$ cat src/core/autoseq_consts.vh
`ifndef AUTOSEQ_CONSTS_VH
`define AUTOSEQ_CONSTS_VH
// sequence geometry
`define MAX_TESTS      4'd8
`define SLOT_W         4
`define CNT_W          16
`define CNT_MAX        16'hFFFF
`define CNT_ZERO       16'h0000
// status codes per test
`define ST_IDLE        3'h0
`define ST_RUN         3'h1
`define ST_PASS        3'h2
`define ST_FAIL        3'h3
`define ST_DONE        3'h4
`define ST_HALT        3'h5
// compare condition encoding
`define COND_DIFF      1'b0
`define COND_MATCH     1'b1
// continuous compare mode encoding
`define MODE_HALT_IF   1'b0
`define MODE_COUNT_IF  1'b1
// display view select
`define VIEW_SETUP     1'b0
`define VIEW_RESULTS   1'b1
`endif

$ cat src/core/test_counters.v
`timescale 1ns/10ps
`include "autoseq_consts.vh"
module test_counters (
   // clock and reset
   input  wire        clk,
   input  wire        rst,
   // control
   input  wire        clear,
   input  wire        bump,
   input  wire        passed,
   // counts
   output reg  [15:0] pass_q,
   output reg  [15:0] fail_q,
   output reg  [15:0] att_q
);
   // plain increment wraps 65535 to zero by width alone
   always @(posedge clk or posedge rst)
      if (rst)
      begin
         pass_q <= `CNT_ZERO;
         fail_q <= `CNT_ZERO;
         att_q  <= `CNT_ZERO;
      end
      else if (clear)
      begin
         pass_q <= `CNT_ZERO;
         fail_q <= `CNT_ZERO;
         att_q  <= `CNT_ZERO;
      end
      else if (bump)
      begin
         att_q <= att_q + 16'h0001; // RULE_01
         if (passed)
            pass_q <= pass_q + 16'h0001; // RULE_01
         else
            fail_q <= fail_q + 16'h0001; // RULE_01
      end
endmodule // test_counters

$ cat src/core/compare_autosequencer.v
// How it works
// RULE_01 - counters wrap from 65535 to zero
// RULE_02 - up to eight independent tests per sequence
// RULE_03 - passes-to-run accepts 0 through 65535
// RULE_04 - operator keeps setups in consecutive slots
// RULE_05 - read setup, load its reference file
// RULE_06 - capture, compare, update, advance to next setup
// RULE_07 - test stops after its passes-to-run
// RULE_08 - test identified by its setup file number
// RULE_09 - separate counts per test, updated each compare
// RULE_10 - status: run, pass, fail, done, halt
// RULE_11 - halt-if condition met stops whole sequence
// RULE_12 - abort command stops sequence immediately
// RULE_13 - start begins at start file, results view
// RULE_14 - setup compare parameters applied per test
// RULE_15 - halt on condition, pass by pass condition
// RULE_16 - condition 0 means difference, 1 match
// RULE_17 - wrap past end, skip finished, then conclude
`timescale 1ns/10ps
`include "autoseq_consts.vh"
module compare_autosequencer (
   // clock and reset
   input  wire         clk,
   input  wire         rst,
   // operator commands and range
   input  wire         begin_sequence_key,
   input  wire         abort_key,
   input  wire [3:0]   start_file,
   input  wire [3:0]   end_file,
   // setup store read port
   output reg          setup_rd_q,
   output reg  [3:0]   setup_slot_q,
   input  wire         setup_valid,
   input  wire [3:0]   setup_ref_file,
   input  wire [15:0]  setup_passes,
   input  wire [15:0]  setup_a_start,
   input  wire [15:0]  setup_b_start,
   input  wire [15:0]  setup_b_end,
   input  wire         setup_word_mode,
   input  wire [3:0]   setup_skew,
   input  wire         setup_cond,
   input  wire         setup_cont_mode,
   input  wire         setup_pass_cond,
   // reference memory load
   output reg          ref_load_q,
   output reg  [3:0]   ref_file_q,
   input  wire         ref_done,
   // capture
   output reg          capture_q,
   input  wire         capture_done,
   // compare engine
   output reg          compare_q,
   output reg  [15:0]  cmp_a_start_q,
   output reg  [15:0]  cmp_b_start_q,
   output reg  [15:0]  cmp_b_end_q,
   output reg          cmp_word_mode_q,
   output reg  [3:0]   cmp_skew_q,
   output reg          cmp_cond_q,
   input  wire         compare_done,
   input  wire [15:0]  compare_hits,
   // results
   output reg          active_q,
   output reg          view_q,
   output reg          refresh_q,
   output wire [23:0]  status_flat,
   output wire [127:0] pass_flat,
   output wire [127:0] fail_flat,
   output wire [127:0] att_flat,
   output reg  [3:0]   cur_test_q
);
   ////////////////////////////////////////////////////////////////////////
   localparam [6:0] S_IDLE = 7'h01, S_SETUP = 7'h02, S_REF = 7'h04, S_CAP = 7'h08,
                    S_CMP  = 7'h10, S_UPD   = 7'h20, S_NEXT = 7'h40;
   reg  [6:0]  state_q;
   reg  [2:0]  idx_q;
   reg  [2:0]  last_q;
   reg  [3:0]  base_q;
   reg  [15:0] goal_q;
   reg  [2:0]  status_q [0:7];
   reg  [15:0] goal_mem_q [0:7];
   reg  [7:0]  fin_q;
   reg         mode_q;
   reg         pcond_q;
   reg         cnt_clear_q;
   wire [15:0] pass_c [0:7];
   wire [15:0] att_c  [0:7];

   // condition met: hits present for the chosen condition, whichever it is
   function cond_met;
      input [15:0] hits;
      begin
         cond_met = (hits != `CNT_ZERO);
      end
   endfunction

   wire met      = cond_met(compare_hits);
   // pass judged on pass condition: met when it equals the halt condition, else not met
   wire pass_now = (pcond_q == cmp_cond_q) ? met : !met; // RULE_15 RULE_16
   wire halt_now = (mode_q == `MODE_HALT_IF) && met; // RULE_11 RULE_15
   // counts stop at the goal; a zero goal is finished at once
   wire reached  = (att_c[idx_q] + 16'h0001) == goal_q; // RULE_07

   ////////////////////////////////////////////////////////////////////////
   genvar g;
   generate
      for (g = 0; g < 8; g = g + 1)
      begin : per_test
         test_counters u_cnt (
            .clk    (clk),
            .rst    (rst),
            .clear  (cnt_clear_q),
            .bump   (state_q == S_UPD && idx_q == g),
            .passed (pass_now),
            .pass_q (pass_c[g]),
            .fail_q (fail_flat[g*16 +: 16]),
            .att_q  (att_c[g])
         ); // RULE_09
         assign pass_flat[g*16 +: 16] = pass_c[g];
         assign att_flat[g*16 +: 16]  = att_c[g];
         assign status_flat[g*3 +: 3] = status_q[g]; // RULE_10
      end
   endgenerate

   ////////////////////////////////////////////////////////////////////////
   // next unfinished index after idx_q, wrapping at last_q
   reg [2:0] nxt;
   reg       any_left;
   integer   k;
   always @*
   begin
      nxt = idx_q;
      any_left = 1'b0;
      for (k = 8; k >= 1; k = k - 1)
         if (((idx_q + k[2:0]) & 3'h7) <= last_q && !fin_q[(idx_q + k[2:0]) & 3'h7])
         begin
            nxt = (idx_q + k[2:0]) & 3'h7;
            any_left = 1'b1;
         end
   end

   ////////////////////////////////////////////////////////////////////////
   integer i;
   always @(posedge clk or posedge rst)
      if (rst)
      begin
         state_q <= S_IDLE;
         idx_q <= 3'h0;
         last_q <= 3'h0;
         base_q <= 4'h0;
         goal_q <= `CNT_ZERO;
         fin_q <= 8'h00;
         mode_q <= 1'b0;
         pcond_q <= 1'b0;
         cnt_clear_q <= 1'b0;
         setup_rd_q <= 1'b0;
         setup_slot_q <= 4'h0;
         ref_load_q <= 1'b0;
         ref_file_q <= 4'h0;
         capture_q <= 1'b0;
         compare_q <= 1'b0;
         cmp_a_start_q <= `CNT_ZERO;
         cmp_b_start_q <= `CNT_ZERO;
         cmp_b_end_q <= `CNT_ZERO;
         cmp_word_mode_q <= 1'b0;
         cmp_skew_q <= 4'h0;
         cmp_cond_q <= 1'b0;
         active_q <= 1'b0;
         view_q <= `VIEW_SETUP;
         refresh_q <= 1'b0;
         cur_test_q <= 4'h0;
         for (i = 0; i < 8; i = i + 1)
         begin
            status_q[i] <= `ST_IDLE;
            goal_mem_q[i] <= `CNT_ZERO;
         end
      end
      else
      begin
         setup_rd_q <= 1'b0;
         ref_load_q <= 1'b0;
         capture_q <= 1'b0;
         compare_q <= 1'b0;
         refresh_q <= 1'b0;
         cnt_clear_q <= 1'b0;
         if (abort_key && state_q != S_IDLE)
         begin
            state_q <= S_IDLE; // RULE_12
            active_q <= 1'b0;
         end
         else
            case (state_q)
               S_IDLE:
                  if (begin_sequence_key)
                  begin
                     // operator guarantees a consecutive slot range
                     idx_q <= 3'h0; // RULE_13 RULE_04
                     last_q <= (end_file - start_file > 4'd7) ? 3'h7
                              : end_file[2:0] - start_file[2:0]; // RULE_02
                     fin_q <= 8'h00;
                     cnt_clear_q <= 1'b1;
                     active_q <= 1'b1;
                     view_q <= `VIEW_RESULTS; // RULE_13
                     refresh_q <= 1'b1;
                     setup_slot_q <= start_file; // RULE_13
                     base_q <= start_file; // range held so key edits mid-run cannot shift slots
                     setup_rd_q <= 1'b1;
                     cur_test_q <= start_file; // RULE_08
                     state_q <= S_SETUP;
                     for (i = 0; i < 8; i = i + 1)
                        status_q[i] <= `ST_IDLE;
                  end
               S_SETUP:
                  if (setup_valid)
                  begin
                     goal_q <= setup_passes; // RULE_03
                     goal_mem_q[idx_q] <= setup_passes;
                     cmp_a_start_q <= setup_a_start; // RULE_14
                     cmp_b_start_q <= setup_b_start;
                     cmp_b_end_q <= setup_b_end;
                     cmp_word_mode_q <= setup_word_mode;
                     cmp_skew_q <= setup_skew;
                     cmp_cond_q <= setup_cond;
                     mode_q <= setup_cont_mode;
                     pcond_q <= setup_pass_cond;
                     if (setup_passes == `CNT_ZERO)
                     begin
                        fin_q[idx_q] <= 1'b1; // RULE_07
                        status_q[idx_q] <= `ST_DONE;
                        state_q <= S_NEXT;
                     end
                     else
                     begin
                        ref_file_q <= setup_ref_file; // RULE_05
                        ref_load_q <= 1'b1;
                        status_q[idx_q] <= `ST_RUN; // RULE_10
                        refresh_q <= 1'b1;
                        state_q <= S_REF;
                     end
                  end
               S_REF:
                  if (ref_done)
                  begin
                     capture_q <= 1'b1; // RULE_06
                     state_q <= S_CAP;
                  end
               S_CAP:
                  if (capture_done)
                  begin
                     compare_q <= 1'b1; // RULE_06
                     state_q <= S_CMP;
                  end
               S_CMP:
                  if (compare_done)
                     state_q <= S_UPD;
               S_UPD:
               begin
                  refresh_q <= 1'b1; // RULE_09
                  if (halt_now)
                  begin
                     status_q[idx_q] <= `ST_HALT; // RULE_11
                     active_q <= 1'b0;
                     state_q <= S_IDLE;
                  end
                  else
                  begin
                     if (reached)
                     begin
                        status_q[idx_q] <= `ST_DONE; // RULE_07
                        fin_q[idx_q] <= 1'b1;
                     end
                     else
                        status_q[idx_q] <= pass_now ? `ST_PASS : `ST_FAIL; // RULE_10
                     state_q <= S_NEXT; // RULE_06
                  end
               end
               S_NEXT:
                  if (!any_left)
                  begin
                     active_q <= 1'b0; // RULE_17
                     refresh_q <= 1'b1;
                     state_q <= S_IDLE;
                  end
                  else
                  begin
                     // wraps past the end file, skipping finished tests
                     idx_q <= nxt; // RULE_17
                     setup_slot_q <= base_q + {1'b0, nxt};
                     cur_test_q <= base_q + {1'b0, nxt}; // RULE_08
                     setup_rd_q <= 1'b1; // RULE_05
                     state_q <= S_SETUP;
                  end
               default:
                  state_q <= S_IDLE;
            endcase
      end
endmodule // compare_autosequencer

$ cat config.mk
export PLATFORM = sky130hd
export DESIGN_NAME = compare_autosequencer
export DESIGN_NICKNAME = d
export VERILOG_FILES = /design/src/core/test_counters.v /design/src/core/compare_autosequencer.v
export VERILOG_INCLUDE_DIRS = /design/src /design/src/core
export SDC_FILE = /design/constraint.sdc
export NUM_CORES = 1
export LEC_CHECK = 0
export BUFFER_PORTS_ARGS = -buffer_cell sky130_fd_sc_hd__buf_2
export CAP_MARGIN = 0
export CORE_ASPECT_RATIO = 0.5
export CORE_MARGIN = 10
export CORE_UTILIZATION = 52
export CTS_BUF_LIST = sky130_fd_sc_hd__clkbuf_8
export DETAILED_ROUTE_END_ITERATION = 8
export GPL_ROUTABILITY_DRIVEN = 0
export PLACE_DENSITY = 0.79
export SLEW_MARGIN = 20
export SYNTH_ARGS = -nofsm -noshare
export SYNTH_HDL_FRONTEND = slang
export SYNTH_HIERARCHICAL = 1
export SYNTH_SLANG_ARGS = --single-unit
$ cat constraint.sdc
create_clock -name clk -period 4.37 [get_ports clk]
set_clock_uncertainty 0.15 [all_clocks]
set_input_delay 0.437 -clock clk [delete_from_list [all_inputs] [get_ports clk]]
set_output_delay 0.437 -clock clk [all_outputs]
set_load 0.03 [all_outputs]
# == Word level (Yosys, flattened, before mapping) ==
# Index checks and enable logic that the tools add are counted.
# op_classes
addsub,35
multipliers,0
div,0
n_lt_le_gt_ge,20
eq_ne,31
n_shift,0
muxes,158
bitwise_logic,14
n_reduce_logical,68
# ops
cell,n
2-to-1 mux 16 bit,66
adder 16 x 1 -> 16 bit (second input constant),25
2-to-1 mux 24 bit,5
one-hot mux 24 bit (3 select lines),1
2-to-1 mux 7 bit,8
one-hot mux 7 bit (7 select lines),1
binary-select mux 16 bit (select 3 bit),1
2-to-1 mux 1 bit,40
2-to-1 mux 8 bit,5
2-to-1 mux 3 bit,11
bitwise AND 16 bit,2
< comparator 3 x 4 -> 1 bit (second input constant),8
inverter 16 bit,2
AND reduction 2 bit,16
binary-select mux 1 bit (select 3 bit),8
bitwise mux 24 bit,1
<= comparator 3 bit,8
bitwise OR 8 bit,3
one-hot mux 8 bit (3 select lines),1
logical AND 1 bit,20
nonzero test 2 bit,10
inequality test 3 bit (second input constant),6
== test 16 bit,1
zero test 16 bit,1
other kinds (47),76
# word_totals
regBits,521
latch_bits,0
ram_bits,0
mem_bits_ro,0
in_bits,108
out_inout_bits,481
wordCells,382
mem_count,0

# == Longest topological paths before layout ==
# Gate-level depths: netlist (run 1).
# logic_depth
ltp_word,15
depth_mapped,23
mapped_depth_nobuf,18

# == Cells and area by module ==
# Netlist (run 1), hierarchy kept.
# by_module_without_submodules
module,instances,cells_per_inst,area_per_inst_um2,seq_area_each_um2
test_counters at per_test[0].u_cnt ...,7,245,2428.6,1201.2
compare_autosequencer,1,846,9100.0,3429.5
test_counters at per_test[7].u_cnt,1,242,2377.3,1201.2

# == Least setup slack after synthesis (run 1) ==
# OpenSTA, ideal clock, no wires.
# synth_timing
kind,reg2reg
start,reg idx_q[0]
end,reg cur_test_q[3]
arrival_ns,4.377
t_required_ns,4.092
setup_slack_ns,-0.285
path_stages_with_launch,21
path_buffers,5
period_less_slack_ns,4.655
path_cell_list,dfrtp_1 -> buf_6 -> buf_12 -> buf_12 -> inv_2 -> buf_4 -> ha_1 -> clkbuf_1 -> mux4_2 -> and2_0 -> a211oi_1 -> nor2_1 -> o21ai_0 -> a21oi_1 -> o31ai_1 -> ha_1 -> a21o_1 -> a21oi_1 -> xor2_1 -> o21ai_0 -> mux2_1
# synth_via
elab_chain_len,15
word_cells_on_any_way,67
# synth_rtl
element,line,text
from (decl),compare_autosequencer.v:75,reg [2:0] idx_q;
from (signal assigned),compare_autosequencer.v:286,idx_q <= nxt;
adder 3 bit,"compare_autosequencer.v:134, compare_autosequencer.v:136",
binary-select mux 1 bit (select 3 bit),compare_autosequencer.v:134,if (((idx_q + k[2:0]) & 3'h7) <= last_q && !fin_q[(idx_q + k[2:0]) & 3'h7])
2-to-1 mux 1 bit (not written as such),compare_autosequencer.v:134,
zero test 1 bit,compare_autosequencer.v:134,
logical AND 1 bit,compare_autosequencer.v:134,
2-to-1 mux 3 bit (7 in a row),compare_autosequencer.v:134,
adder 4 x 3 -> 4 bit,compare_autosequencer.v:288,"cur_test_q <= base_q + {1'b0, nxt};"
2-to-1 mux 4 bit,compare_autosequencer.v:277,if (!any_left)
one-hot mux 4 bit (2 select lines),compare_autosequencer.v:191,case (state_q)
to (signal assigned),compare_autosequencer.v:207,cur_test_q <= start_file;
to (signal assigned),compare_autosequencer.v:288,
to (decl),compare_autosequencer.v:69,output reg [3:0] cur_test_q
# Several ways; a longest one is shown, not always the timed one. The select of a mux whose other input is x is not followed.
# A chain may end at the register's enable or synchronous reset.

# == Worst setup path after layout (run 1) ==
# layout_timing
start,reg idx_q[1]
end,reg cur_test_q[3]
# The elaborated chain is that of the path after synthesis.

==> results.md, run 1 <==
* Worst-Skew Late Latency at 660 ps
* Chip Width at 351.0 um
* Vias at 25840
* Vias in the first global route at 25170
* TritonCTS clock tree: built
* CP max FO at 8
* Ys Warns at 6
* Layout cells sized above 1 at 0.2759
* Comb power frac at 0.294
* Setup tns final at 0 ps
* # fillers at 4250
* Pint at 0.008774 W
* DR DRC count at 0
* CP cell instances: buf_4, ha_1, ha_1, inv_1, ha_1, o21a_1, nor2_1, o211ai_1, nand3_1, o31ai_2, ha_1, a21o_1, a21oi_1, xor2_1, o21ai_0, mux2_1
* Rel. slew slack at 0.3016
* Main synth FF type: dfrtp_1
* Final worst-path cycle share at 0.9567
* Run status: finished clean
* CTS root buffer: clkbuf_8
* CP max stage cell: o31ai_2
* Tightest Pin Transition at 1048 ps
* Worst Hold Endpoint: refresh_q
* Core area at 0.05398 mm2
* Clock transition at the registers of the reported paths at 60 ps
* Psw at 0.005216 W
* Critical Path AT at 4560 ps
* Worst r2r src: idx_q[1]
* Asr flop ratio synth at 1.000
* R2R depth at 16
* Routed length per instance at 22.22 um
* RSZ-0062 raised after global routing: false
* Cell mode on critical path: ha_1
* Register Area at 0.01305 mm2
* CP max stage delay at 430 ps
* Initial antenna violation count at 4
* DR iter-0 viols at 2612
* Crit path launch type: flip-flop
* Max-cap check violation count at 0
* Fin. Hold Viols at 0
* Sequential power share at 0.403
* Reg-to-reg slack, setup at 190 ps
* Hold Slack at 81.63 ps
* Netlist Area Pre-Place at 0.02848 mm2
* Hold_sp: abort_key
* I/O Pins at 589
* Mapped Cells at 2803
* R2r endpoint: cur_test_q[3]
* Sinks on Clock Net at 521
* First-pass GRT wire length at 144000 um
* Post-Place Cell Area at 0.03206 mm2
* Post-synth cell types at 86
* Largest net degree at the start of global routing at 99
* Clock network power share at 0.302
* CP required at 4750 ps
* Die span in y at 185.5 um
* Layout area overhead at 21.47%
* DR vias/cell at 6.072
* Overflow after GRT at 0
* Initial Util at 0.5276
* Kind of critical path: reg -> reg
* Full die area at 0.06509 mm2
* Area occupied by multi-input gates at 0.01460 mm2
* Dpl hpwl at 68290 um
* Fmax achieved at 0.2392 GHz
* Fin crit period at 4181 ps
* GRT Resource Usage Total at 0.2779
* Htree depth at 3
* Hold Path Depth at 3
* Leakage power at 16.52 nW
* DRT Pass-1 Iters at 6
* Post-CTS setup buffer count at 0
* IO buf count at 588
* Pwr per Cell Area at 404.4 mW/mm2
* Total CTS buffers at 81
* Fin nets at 3640
* Post-Route WL at 94560 um
* FF+latch count, synth at 521
* Hold WC Path Type: in -> reg
* Finished layout cell area at 0.03459 mm2
* Register area share after synthesis at 0.4579
* CP endpoint kind: flip-flop
* Sw Ratio at 0.3728
* Syn_area_per_cell at 10.16 um2
* Max-slew violations at 0
* Syn nets at 2969
* ANT nets after route at 0
* Setup violators final at 0
* Number of enable flip-flop cells after synthesis at 0
* Site row count at 60
* VDD IR max at 307.0 uV
* Layout Utilization at 0.6408
* Clock Path Buffers at 3
-- Yosys cell counts (all sizes together) (5+ instances only) --
master   number  area [um2]
dfrtp       520       13010
nor2        341        1280
nand2       197       739.5
a21oi       144       720.7
xor2        144        1261
xnor2       120        1051
o21ai       115       575.6
mux2        106        1194
nand4        86       643.1
nand3        75       387.9
clkbuf       71       266.5
buf          62       416.6
and3         58       371.6
ha           56       700.7
or3          56       350.3
nor3         54       305.3
inv          51       191.4
nor4         49       336.6
o31ai        46       345.3
or4          44       330.3
o211ai       37       374.1
mux4         36       810.8
o2111ai      34       297.8
mux2i        31       326.6
nor2b        31       193.9
and4         24       210.2
nor4b        23       201.4
nand2b       21       131.4
o22ai        17       106.4
a31o         16       140.1
and2         14       87.59
a22oi        13       97.59
nor3b        12       90.09
a21o          8       60.06
a31oi         8       50.05
and2b         8       60.06
o41ai         8       130.1
a211oi        7       57.55
nand3b        7       56.30
or2           6       37.54
a211o         5       43.79
o21a          5       37.54
-- cell type report --
class / instances / share of cell area
Antenna cell: 4 / 0.0002894
Clock buffer: 99 / 0.03939
Clock inverter: 48 / 0.008102
Inverter: 52 / 0.006004
Multi-Input combinational cell: 2097 / 0.4220
Sequential cell: 521 / 0.3771
Tap cell: 713 / 0.02579
Timing Repair Buffer: 721 / 0.1213
-- stage by stage --
stage	cells	total power (W)	worst slack (ps)
6_report	4255	0.01399	189.2
3_3_place_gp	4019	0.009551	243.5
2_1_floorplan	2803	0.008446	1.029
3_5_place_dp	4019	0.009661	180.6
5_1_grt	4253	0.01463	7.056
4_1_cts	4251	0.01393	171.7
-- repair_timing --
item | in CTS | in global routing
resized for setup | 0 | 3
hold endpoints to repair | 115 | 0
hold buffers | 85 | 0
endpoints found under the setup margin | 0 | 3
-- power groups by stage --
| stage | logic, W | registers (W) | clock network [W] |
|---|---|---|---|
| 2_1_floorplan | 0.00228 | 0.00617 | 0 |
| 3_3_place_gp | 0.00388 | 0.00567 | 0 |
| 3_5_place_dp | 0.00397 | 0.00570 | 0 |
| 4_1_cts | 0.00404 | 0.00561 | 0.00428 |
| 5_1_grt | 0.00443 | 0.00568 | 0.00452 |
| 6_report | 0.00412 | 0.00564 | 0.00423 |
-- per-layer routing --
metal,up-vias,part of all wire,wire [um],global-route usage
met3,352,0.069,6560,0.05805
met1,12680,0.37,34780,0.3246
met4,2,0.071,6668,0.1753
met5,-,0.000085,8,0
li1,11560,-,-,-
met2,1248,0.49,46540,0.4677
-- placed cells by master (no fill, tap or decap), drive strengths merged, types with 12 or more instances in the layout --
| cell | Yosys | routed |
|---|---|---|
| a21oi | 144 | 144 |
| a22oi | 13 | 13 |
| a31o | 16 | 16 |
| and2 | 14 | 14 |
| and3 | 58 | 58 |
| and4 | 24 | 24 |
| buf | 62 | 636 |
| clkbuf | 71 | 99 |
| clkinv | 1 | 20 |
| dfrtp | 520 | 520 |
| dlygate4sd3 | 0 | 85 |
| ha | 56 | 56 |
| inv | 51 | 73 |
| mux2 | 106 | 106 |
| mux2i | 31 | 31 |
| mux4 | 36 | 36 |
| nand2 | 197 | 197 |
| nand2b | 21 | 21 |
| nand3 | 75 | 75 |
| nand4 | 86 | 86 |
| nor2 | 341 | 341 |
| nor2b | 31 | 31 |
| nor3 | 54 | 54 |
| nor3b | 12 | 12 |
| nor4 | 49 | 49 |
| nor4b | 23 | 23 |
| o2111ai | 34 | 34 |
| o211ai | 37 | 37 |
| o21ai | 115 | 115 |
| o22ai | 17 | 17 |
| o31ai | 46 | 46 |
| or3 | 56 | 56 |
| or4 | 44 | 44 |
| xnor2 | 120 | 120 |
| xor2 | 144 | 144 |
-- critical path: cells and delay by family (launching register included) --
| family | cells | cell delay, ps |
|---|---|---|
| flops | 1 | 410 |
| buf+inv | 2 | 310 |
| compound gates | 6 | 1310 |
| xor+xnor | 1 | 150 |
| fa+ha+maj | 4 | 1200 |
| mux | 1 | 300 |
| simple gates | 2 | 250 |
-- worst max-delay path by stage --
stage                   from            end  slack [ps]  cells after the start
finish              idx_q[1]  cur_test_q[3]         190                     16
global route        idx_q[1]  cur_test_q[2]           7                     18
CTS                 idx_q[1]  cur_test_q[3]         170                     18
detailed placement  idx_q[1]  cur_test_q[3]         180                     18
global placement    idx_q[1]  cur_test_q[3]         240                     18
floorplan           idx_q[0]  cur_test_q[3]           1                     23
-- registers in the layout, summed over array words and instances (netlist names), 3 cells and up --
register / flops
per_test.u_cnt/att_q: 128
per_test.u_cnt/fail_q: 128
per_test.u_cnt/pass_q: 128
status_flat: 24
cmp_a_start_q: 16
cmp_b_end_q: 16
cmp_b_start_q: 16
goal_q: 16
fin_q: 8
state_q: 7
base_q: 4
cmp_skew_q: 4
cur_test_q: 4
ref_file_q: 4
idx_q: 3
last_q: 3
-- cell families (layout without fill, tap and decap cells) --
family	count (synthesis)	after routing	share of synthesized area
simple gates	1112	1112	0.2062
flops	521	521	0.4579
compound gates	490	490	0.1160
xor+xnor	264	264	0.08120
other cells	0	4	0
fa+ha+maj	58	58	0.02601
mux	173	173	0.08185
buf+inv	185	920	0.03084
Note: power is estimated with default switching activity, not from simulation.
==> run 2, diff against run 1 <==
CORE_UTILIZATION = 50   (was 52)
CTS_BUF_LIST = not set   (was sky130_fd_sc_hd__clkbuf_8)
HOLD_SLACK_MARGIN = 0.15   (was not set)
PLACE_DENSITY = 0.77   (was 0.79)
==> run 2 against run 1 <==
Hold slack gained 80 ps. Sequential cell count is the same. Final area up 0.70%. Final cell count decreased by 0.24%. Wire length increased by 1.9%. Non-clock buffer count is 5 higher. Count of clock-buffer cells in the layout is 30 lower. First-iteration DRC count increased by 15%. Global-route usage fell by 0.48 points. Critical path depth is 6 lower. Sequential share of layout area fell by 0.26 points. Critical path type unchanged.
==> results.md, run 2 (synthesis gave the netlist of run 1 again) <==
* Run status: finished clean
* Chip Width at 357.5 um (+1.9%)
* CTS root buffer: clkbuf_16
* Total CTS buffers at 50 (-38%)
* Die span in y at 188.8 um (+1.8%)
* Sw Ratio at 0.3586 (-0.01425)
* Clock Path Buffers at 3 (unchanged)
* IO buf count at 588 (unchanged)
* Final worst-path cycle share at 0.9705 (+0.01374)
* Reg-to-reg slack, setup at 130 ps (-60 ps)
* Sequential power share at 0.387 (-0.016)
* Layout area overhead at 22.32%
* Worst slack, placed at 124.8 ps (-55.79 ps)
* VDD IR max at 431.2 uV (+40%)
* Routed length per instance at 22.70 um (+2.1%)
* Vias in the first global route at 25500 (+1.3%)
* Kind of critical path: reg -> reg
* RSZ-0062 raised after global routing: false
* CP max stage cell: mux4_2
* # fillers at 4456 (+4.8%)
* Crit path launch type: flip-flop
* Post-CTS setup buffer count at 0 (unchanged)
* Tightest Pin Transition at 1015 ps (-32.86 ps)
* Most common cell after layout, fill and taps aside: buf_2
* Max-slew violations at 0 (unchanged)
* ANT nets after route at 0 (unchanged)
* Hold WC Path Type: in -> reg
* Clock transition at the registers of the reported paths at 80 ps (+20 ps)
* CP delay by family, top: simple AND/OR/NAND/NOR gates
* Most frequent cells in the layout: buf_2, dfrtp_1, nor2_1
* DR iter-0 viols at 3008 (+15%)
* Fmax achieved at 0.2358 GHz (-1.4%)
* Core area at 0.05594 mm2 (+3.6%)
* Placed instance count at 4066 (+1.2%)
* Dpl hpwl at 69650 um (+2.0%)
* Clock network power share at 0.325 (+0.023)
* Final Instance Count excl. Fillers at 4245 (-0.24%)
* Sinks on Clock Net at 521 (unchanged)
* Hold Slack at 161.2 ps (+79.58 ps)
* Vias at 25680 (-0.62%)
* Layout cells sized above 1 at 0.2720 (-0.003839)
* Rel. slew slack at 0.3225 (+0.02092)
* DR vias/cell at 6.049 (-0.38%)
* Top Registers: per_test.u_cnt/att_q x128, per_test.u_cnt/fail_q x128, per_test.u_cnt/pass_q x128
* Initial Util at 0.5090 (-0.01856)
* Setup violators final at 0 (unchanged)
* CP max stage delay at 530 ps (+100 ps)
* Pint at 0.009333 W (+6.4%)
* Final Worst Setup Slack at 129.1 ps (-60.05 ps)
* WP buf/inv at 1 (-1)
* First-pass GRT wire length at 148100 um (+2.9%)
* Fin nets at 3614 (-0.71%)
* CP required at 4700 ps (-50 ps)
* Critical Path AT at 4570 ps (about the same)
* GRT Resource Usage Total at 0.2731 (-0.004761)
* Largest net degree at the start of global routing at 86 (-13%)
* Psw at 0.005217 W (about the same)
* Post-Route WL at 96350 um (+1.9%)
* Max-cap check violation count at 0 (unchanged)
* Htree depth at 2 (-1)
* Comb power frac at 0.287 (-0.007)
* Worst-Skew Late Latency at 590 ps (-70 ps)
* CP endpoint kind: flip-flop
* Pwr per Cell Area at 417.7 mW/mm2 (+3.3%)
* Setup tns final at 0 ps (unchanged)
* Site row count at 61 (+1.7%)
* Fin. Hold Viols at 0 (unchanged)
* CP max FO at 10 (+2)
* CP cell instances: buf_4, mux4_2, mux2_2, ha_1, xor2_1, or4_1, a211oi_1, nand3b_2, or2_1, o41ai_2
* Full die area at 0.06748 mm2 (+3.7%)
* DR DRC count at 0 (unchanged)
* Fin crit period at 4241 ps (+60.05 ps)
* DRT Pass-1 Iters at 7 (+1)
* I/O Pins at 589 (unchanged)
* Overflow after GRT at 0 (unchanged)
* Initial antenna violation count at 6 (+2)
* TritonCTS clock tree: built
* Leakage power at 16.48 nW (-0.24%)
[run 2: cell count changes in the layout (fill, tap and decap cells not counted), sizes merged]
cell / delta
clkinv: -3
bufinv: +5
buf: +4
dlygate4sd3: +1
clkinvlp: -5
clkbuf: -30
inv: -25
[run 2: timing repair]
action / CTS / global route
gates resized for setup: 0 / 11
endpoints found under the hold margin: 313 / 0
hold buffers: 86 / 0
setup endpoints to repair: 0 / 9
[run 2: final timing paths]
path                                   from               end  cells after the start
worst min register to register       view_q            view_q                      1
min in group asynchronous               rst  cmp_b_start_q[1]                      3
worst min-delay path            end_file[1]         last_q[1]                      4
worst max-delay path               idx_q[0]    status_flat[2]                     10
worst max register to register     idx_q[0]    status_flat[2]                     10
max in group asynchronous               rst  cmp_a_start_q[3]                      4
[run 2: metal layers]
layer | vias to the layer above | GRT usage | share of wire
met5 | - | 0 | 0
met4 | 0 | 0.1548 | 0.064
met3 | 330 | 0.05252 | 0.069
met2 | 1120 | 0.4639 | 0.50
met1 | 12710 | 0.3223 | 0.37
li1 | 11520 | - | -
[run 2: layout make-up]
| type | count | area (um2) | share of cell area |
|---|---|---|---|
| Timing Repair Buffer | 726 | 4255 | 0.1222 |
| Inverter | 52 | 206.4 | 0.005927 |
| Clock buffer | 69 | 1454 | 0.04174 |
| Multi-Input combinational cell | 2097 | 14630 | 0.4201 |
| Tap cell | 756 | 945.9 | 0.02716 |
| Sequential cell | 521 | 13050 | 0.3745 |
| Clock inverter | 20 | 282.8 | 0.008118 |
| Antenna cell | 4 | 10.01 | 0.0002874 |
[run 2: power groups by stage]
stage	Combinational, W	Sequential, W	Clock, W
after floorplan	0.00228	0.00617	0
after global placement	0.00389	0.00568	0
after detailed placement	0.00399	0.00569	0
after CTS	0.00408	0.00561	0.00477
after global routing	0.00448	0.00569	0.00500
final	0.00418	0.00564	0.00473
[run 2: worst min-delay path: stages]
cell and delay [ps]:
buf_2 100, fa_1 160, o21ai_0 80, o21ai_0 70
[run 2: per-stage QoR]
step	instance area [um2]	power (W)	utilization
floorplan	28500	0.008446	-
global placement	32170	0.009571	0.5750
detailed placement	32170	0.009682	0.5750
CTS	34760	0.01446	0.6214
global route	34830	0.01517	0.6226
finish	34830	0.01455	0.6226
==> run 3, diff against run 2 <==
CAP_MARGIN = 20   (was 0)
CORE_UTILIZATION = 55   (was 50)
PLACE_DENSITY = 0.8   (was 0.77)
clock period = 4.75 ns   (was 4.37 ns; I/O delays follow)
==> run 3 against run 2 <==
Clock power decreased by 18%. Setup slack gained 210 ps. Sequential cell count unchanged. Via count shrank 0.82%. Sequential power down 7.8%. Register-to-register slack better by 210 ps.
==> results.md, run 3 (synthesis gave the netlist of run 1 again) <==
* Run status: finished clean
* Fmax achieved at 0.2267 GHz (-3.9%)
* R2R depth at 18 (+8)
* Kind of critical path: reg -> reg
* DR iter-0 viols at 2829 (-6.0%)
* Post-Route WL at 92150 um (-4.4%)
* Fin nets at 3600 (-0.39%)
* Setup tns final at 0 ps (unchanged)
* R2r endpoint: cur_test_q[3]
* Leakage power at 16.27 nW (-1.3%)
* CP max stage cell: dfrtp_2
* Total CTS buffers at 48 (-4.0%)
* ANT nets after route at 0 (unchanged)
* Site row count at 58 (-4.9%)
* Pwr per Cell Area at 372.2 mW/mm2 (-11%)
* Worst r2r src: idx_q[0]
* Register Area at 0.01305 mm2 (about the same)
* Max-cap check violation count at 0 (unchanged)
* Worst Hold Endpoint: idx_q[1]
* Critical Path AT at 4730 ps (+160 ps)
* Dpl hpwl at 65810 um (-5.5%)
* Fin crit period at 4411 ps (+170.0 ps)
* Clock transition at the registers of the reported paths at 60 ps (-20 ps)
* Max-slew violations at 0 (unchanged)
* Clock network power share at 0.302 (-0.023)
* First-pass GRT wire length at 141900 um (-4.2%)
* Top Registers: per_test.u_cnt/att_q x128, per_test.u_cnt/fail_q x128, per_test.u_cnt/pass_q x128
* Hold WC Path Type: in -> reg
* Largest net degree at the start of global routing at 97 (+13%)
* VDD IR max at 315.2 uV (-27%)
* Layout Utilization at 0.6768 (+0.05419)
* Rel. slew slack at 0.3909 (+0.06836)
* Core area at 0.05073 mm2 (-9.3%)
* CP max stage delay at 480 ps (-50 ps)
* I/O Pins at 589 (unchanged)
* Cell mode on critical path: ha_1
* CP max FO at 8 (-2)
* Sw Ratio at 0.3641 (+0.005530)
* Fin. Hold Viols at 0 (unchanged)
* Sequential power share at 0.407 (+0.020)
* Reg-to-reg slack, setup at 340 ps (+210 ps)
* Tightest Pin Transition at 913.6 ps (-101.1 ps)
* Setup violators final at 0 (unchanged)
* Clock Path Buffers at 3 (unchanged)
* Htree depth at 2 (unchanged)
* Comb power frac at 0.291 (+0.004)
* TritonCTS clock tree: built
* Initial Util at 0.5614 (+0.05237)
* Vias in the first global route at 24580 (-3.6%)
* Layout area overhead at 20.56%
* Final Instance Count excl. Fillers at 4161 (-2.0%)
* Area occupied by multi-input gates at 0.01458 mm2 (-0.34%)
* Vias at 25470 (-0.82%)
* CP endpoint kind: flip-flop
* Most frequent cells in the layout: buf_2, dfrtp_1, nor2_1
* GRT Resource Usage Total at 0.2832 (+0.01006)
* Placed instance count at 3983 (-2.0%)
* Pint at 0.008126 W (-13%)
* Chip Width at 341.8 um (-4.4%)
* Sinks on Clock Net at 521 (unchanged)
* Psw at 0.004652 W (-11%)
* Die span in y at 180.9 um (-4.2%)
* Full die area at 0.06183 mm2 (-8.4%)
* DR DRC count at 0 (unchanged)
* CTS root buffer: clkbuf_16
* Overflow after GRT at 0 (unchanged)
* RSZ-0062 raised after global routing: false
* IO buf count at 588 (unchanged)
* WP buf/inv at 2 (+1)
* Final worst-path cycle share at 0.9286 (-0.04185)
* # fillers at 3798 (-15%)
* CP required at 5070 ps (+370 ps)
* Layout cells sized above 1 at 0.2630 (-0.009047)
* Worst-Skew Late Latency at 590 ps (about the same)
* Initial antenna violation count at 3 (-3)
* DR vias/cell at 6.121 (+1.2%)
* Routed length per instance at 22.15 um (-2.4%)
* CP delay by family, top: compound AO/OA/AOI/OAI gates
* Crit path launch type: flip-flop
* Hold_sp: abort_key
* Worst slack, placed at 114.4 ps (-10.38 ps)
* DRT Pass-1 Iters at 8 (+1)
* Hold Path Depth at 3 (-1)
* Final Worst Setup Slack at 339.1 ps (+210.0 ps)
* Most common cell after layout, fill and taps aside: buf_2
* CP cell instances: buf_4, ha_1, ha_1, ha_1, o21ai_0, a22oi_1, a211oi_1, buf_4, nor2_1, o21ai_0, a21oi_1, o31ai_2, ha_1, a21o_1, a21oi_1, xor2_1, o21ai_0, mux2_1
==> run 3: cell count changes in the layout (fill, tap and decap cells not counted), sizes merged <==
cell         change
diode            -1
inv              -2
clkbuf           +2
clkinv           -1
dlygate4sd3      -1
buf             -11
bufinv           -4
==> run 3: repair_timing <==
action,in CTS,in global routing
hold buffers,85,0
gates resized for setup,0,2
endpoints found under the hold margin,135,0
buffers inserted,0,6
endpoints found under the setup margin,0,2
==> run 3: layout make-up <==
type,instances,area share
multi-input cells,2097,0.4247
flip-flops and latches,521,0.3800
repair buffers,714,0.1206
clock buffers,71,0.03899
well taps,690,0.02515
inverters,52,0.006086
clock inverters,13,0.004300
diodes,3,0.0002187
==> run 3: power groups by stage <==
| stage | clock, W | combinational (W) | sequential [W] |
|---|---|---|---|
| 2_1_floorplan | 0 | 0.00209 | 0.00567 |
| 3_5_place_dp | 0 | 0.00357 | 0.00525 |
| 4_1_cts | 0.00389 | 0.00364 | 0.00517 |
| 6_report | 0.00386 | 0.00372 | 0.00520 |
| 3_3_place_gp | 0 | 0.00348 | 0.00523 |
| 5_1_grt | 0.00411 | 0.00399 | 0.00525 |
==> run 3: worst reg2reg max path, cell delays in order (launching register included) <==
cell	delay, ps
dfrtp_2	480
buf_4	180
ha_1	210
ha_1	370
ha_1	340
o21ai_0	110
a22oi_1	130
a211oi_1	260
buf_4	200
nor2_1	40
o21ai_0	220
a21oi_1	130
o31ai_2	320
ha_1	300
a21o_1	160
a21oi_1	170
xor2_1	150
o21ai_0	80
mux2_1	300
==> run 3: worst max-delay path by stage <==
stage	start	end	depth (start not counted)
after floorplan	idx_q[0]	cur_test_q[3]	20
after global placement	idx_q[1]	cur_test_q[3]	18
after detailed placement	idx_q[1]	cur_test_q[3]	18
after CTS	idx_q[1]	cur_test_q[3]	18
after global routing	idx_q[0]	cur_test_q[3]	18
final	idx_q[0]	cur_test_q[3]	18
==> run 3: per-layer routing <==
layer	global-route usage	vias up	part of all wire
li1	-	11450	-
met1	0.3340	12490	0.36
met2	0.4730	1184	0.49
met3	0.05610	348	0.076
met4	0.1760	0	0.072
met5	0	-	0
==> run 3: stage by stage <==
step	power, W	hold slack (ps)	instance area [um2]
after floorplan	0.007762	302.3	28480
after global placement	0.008709	296.6	31930
after detailed placement	0.008817	298.2	31930
after CTS	0.01271	156.6	34260
after global routing	0.01334	176.8	34330
final	0.01278	167.3	34330
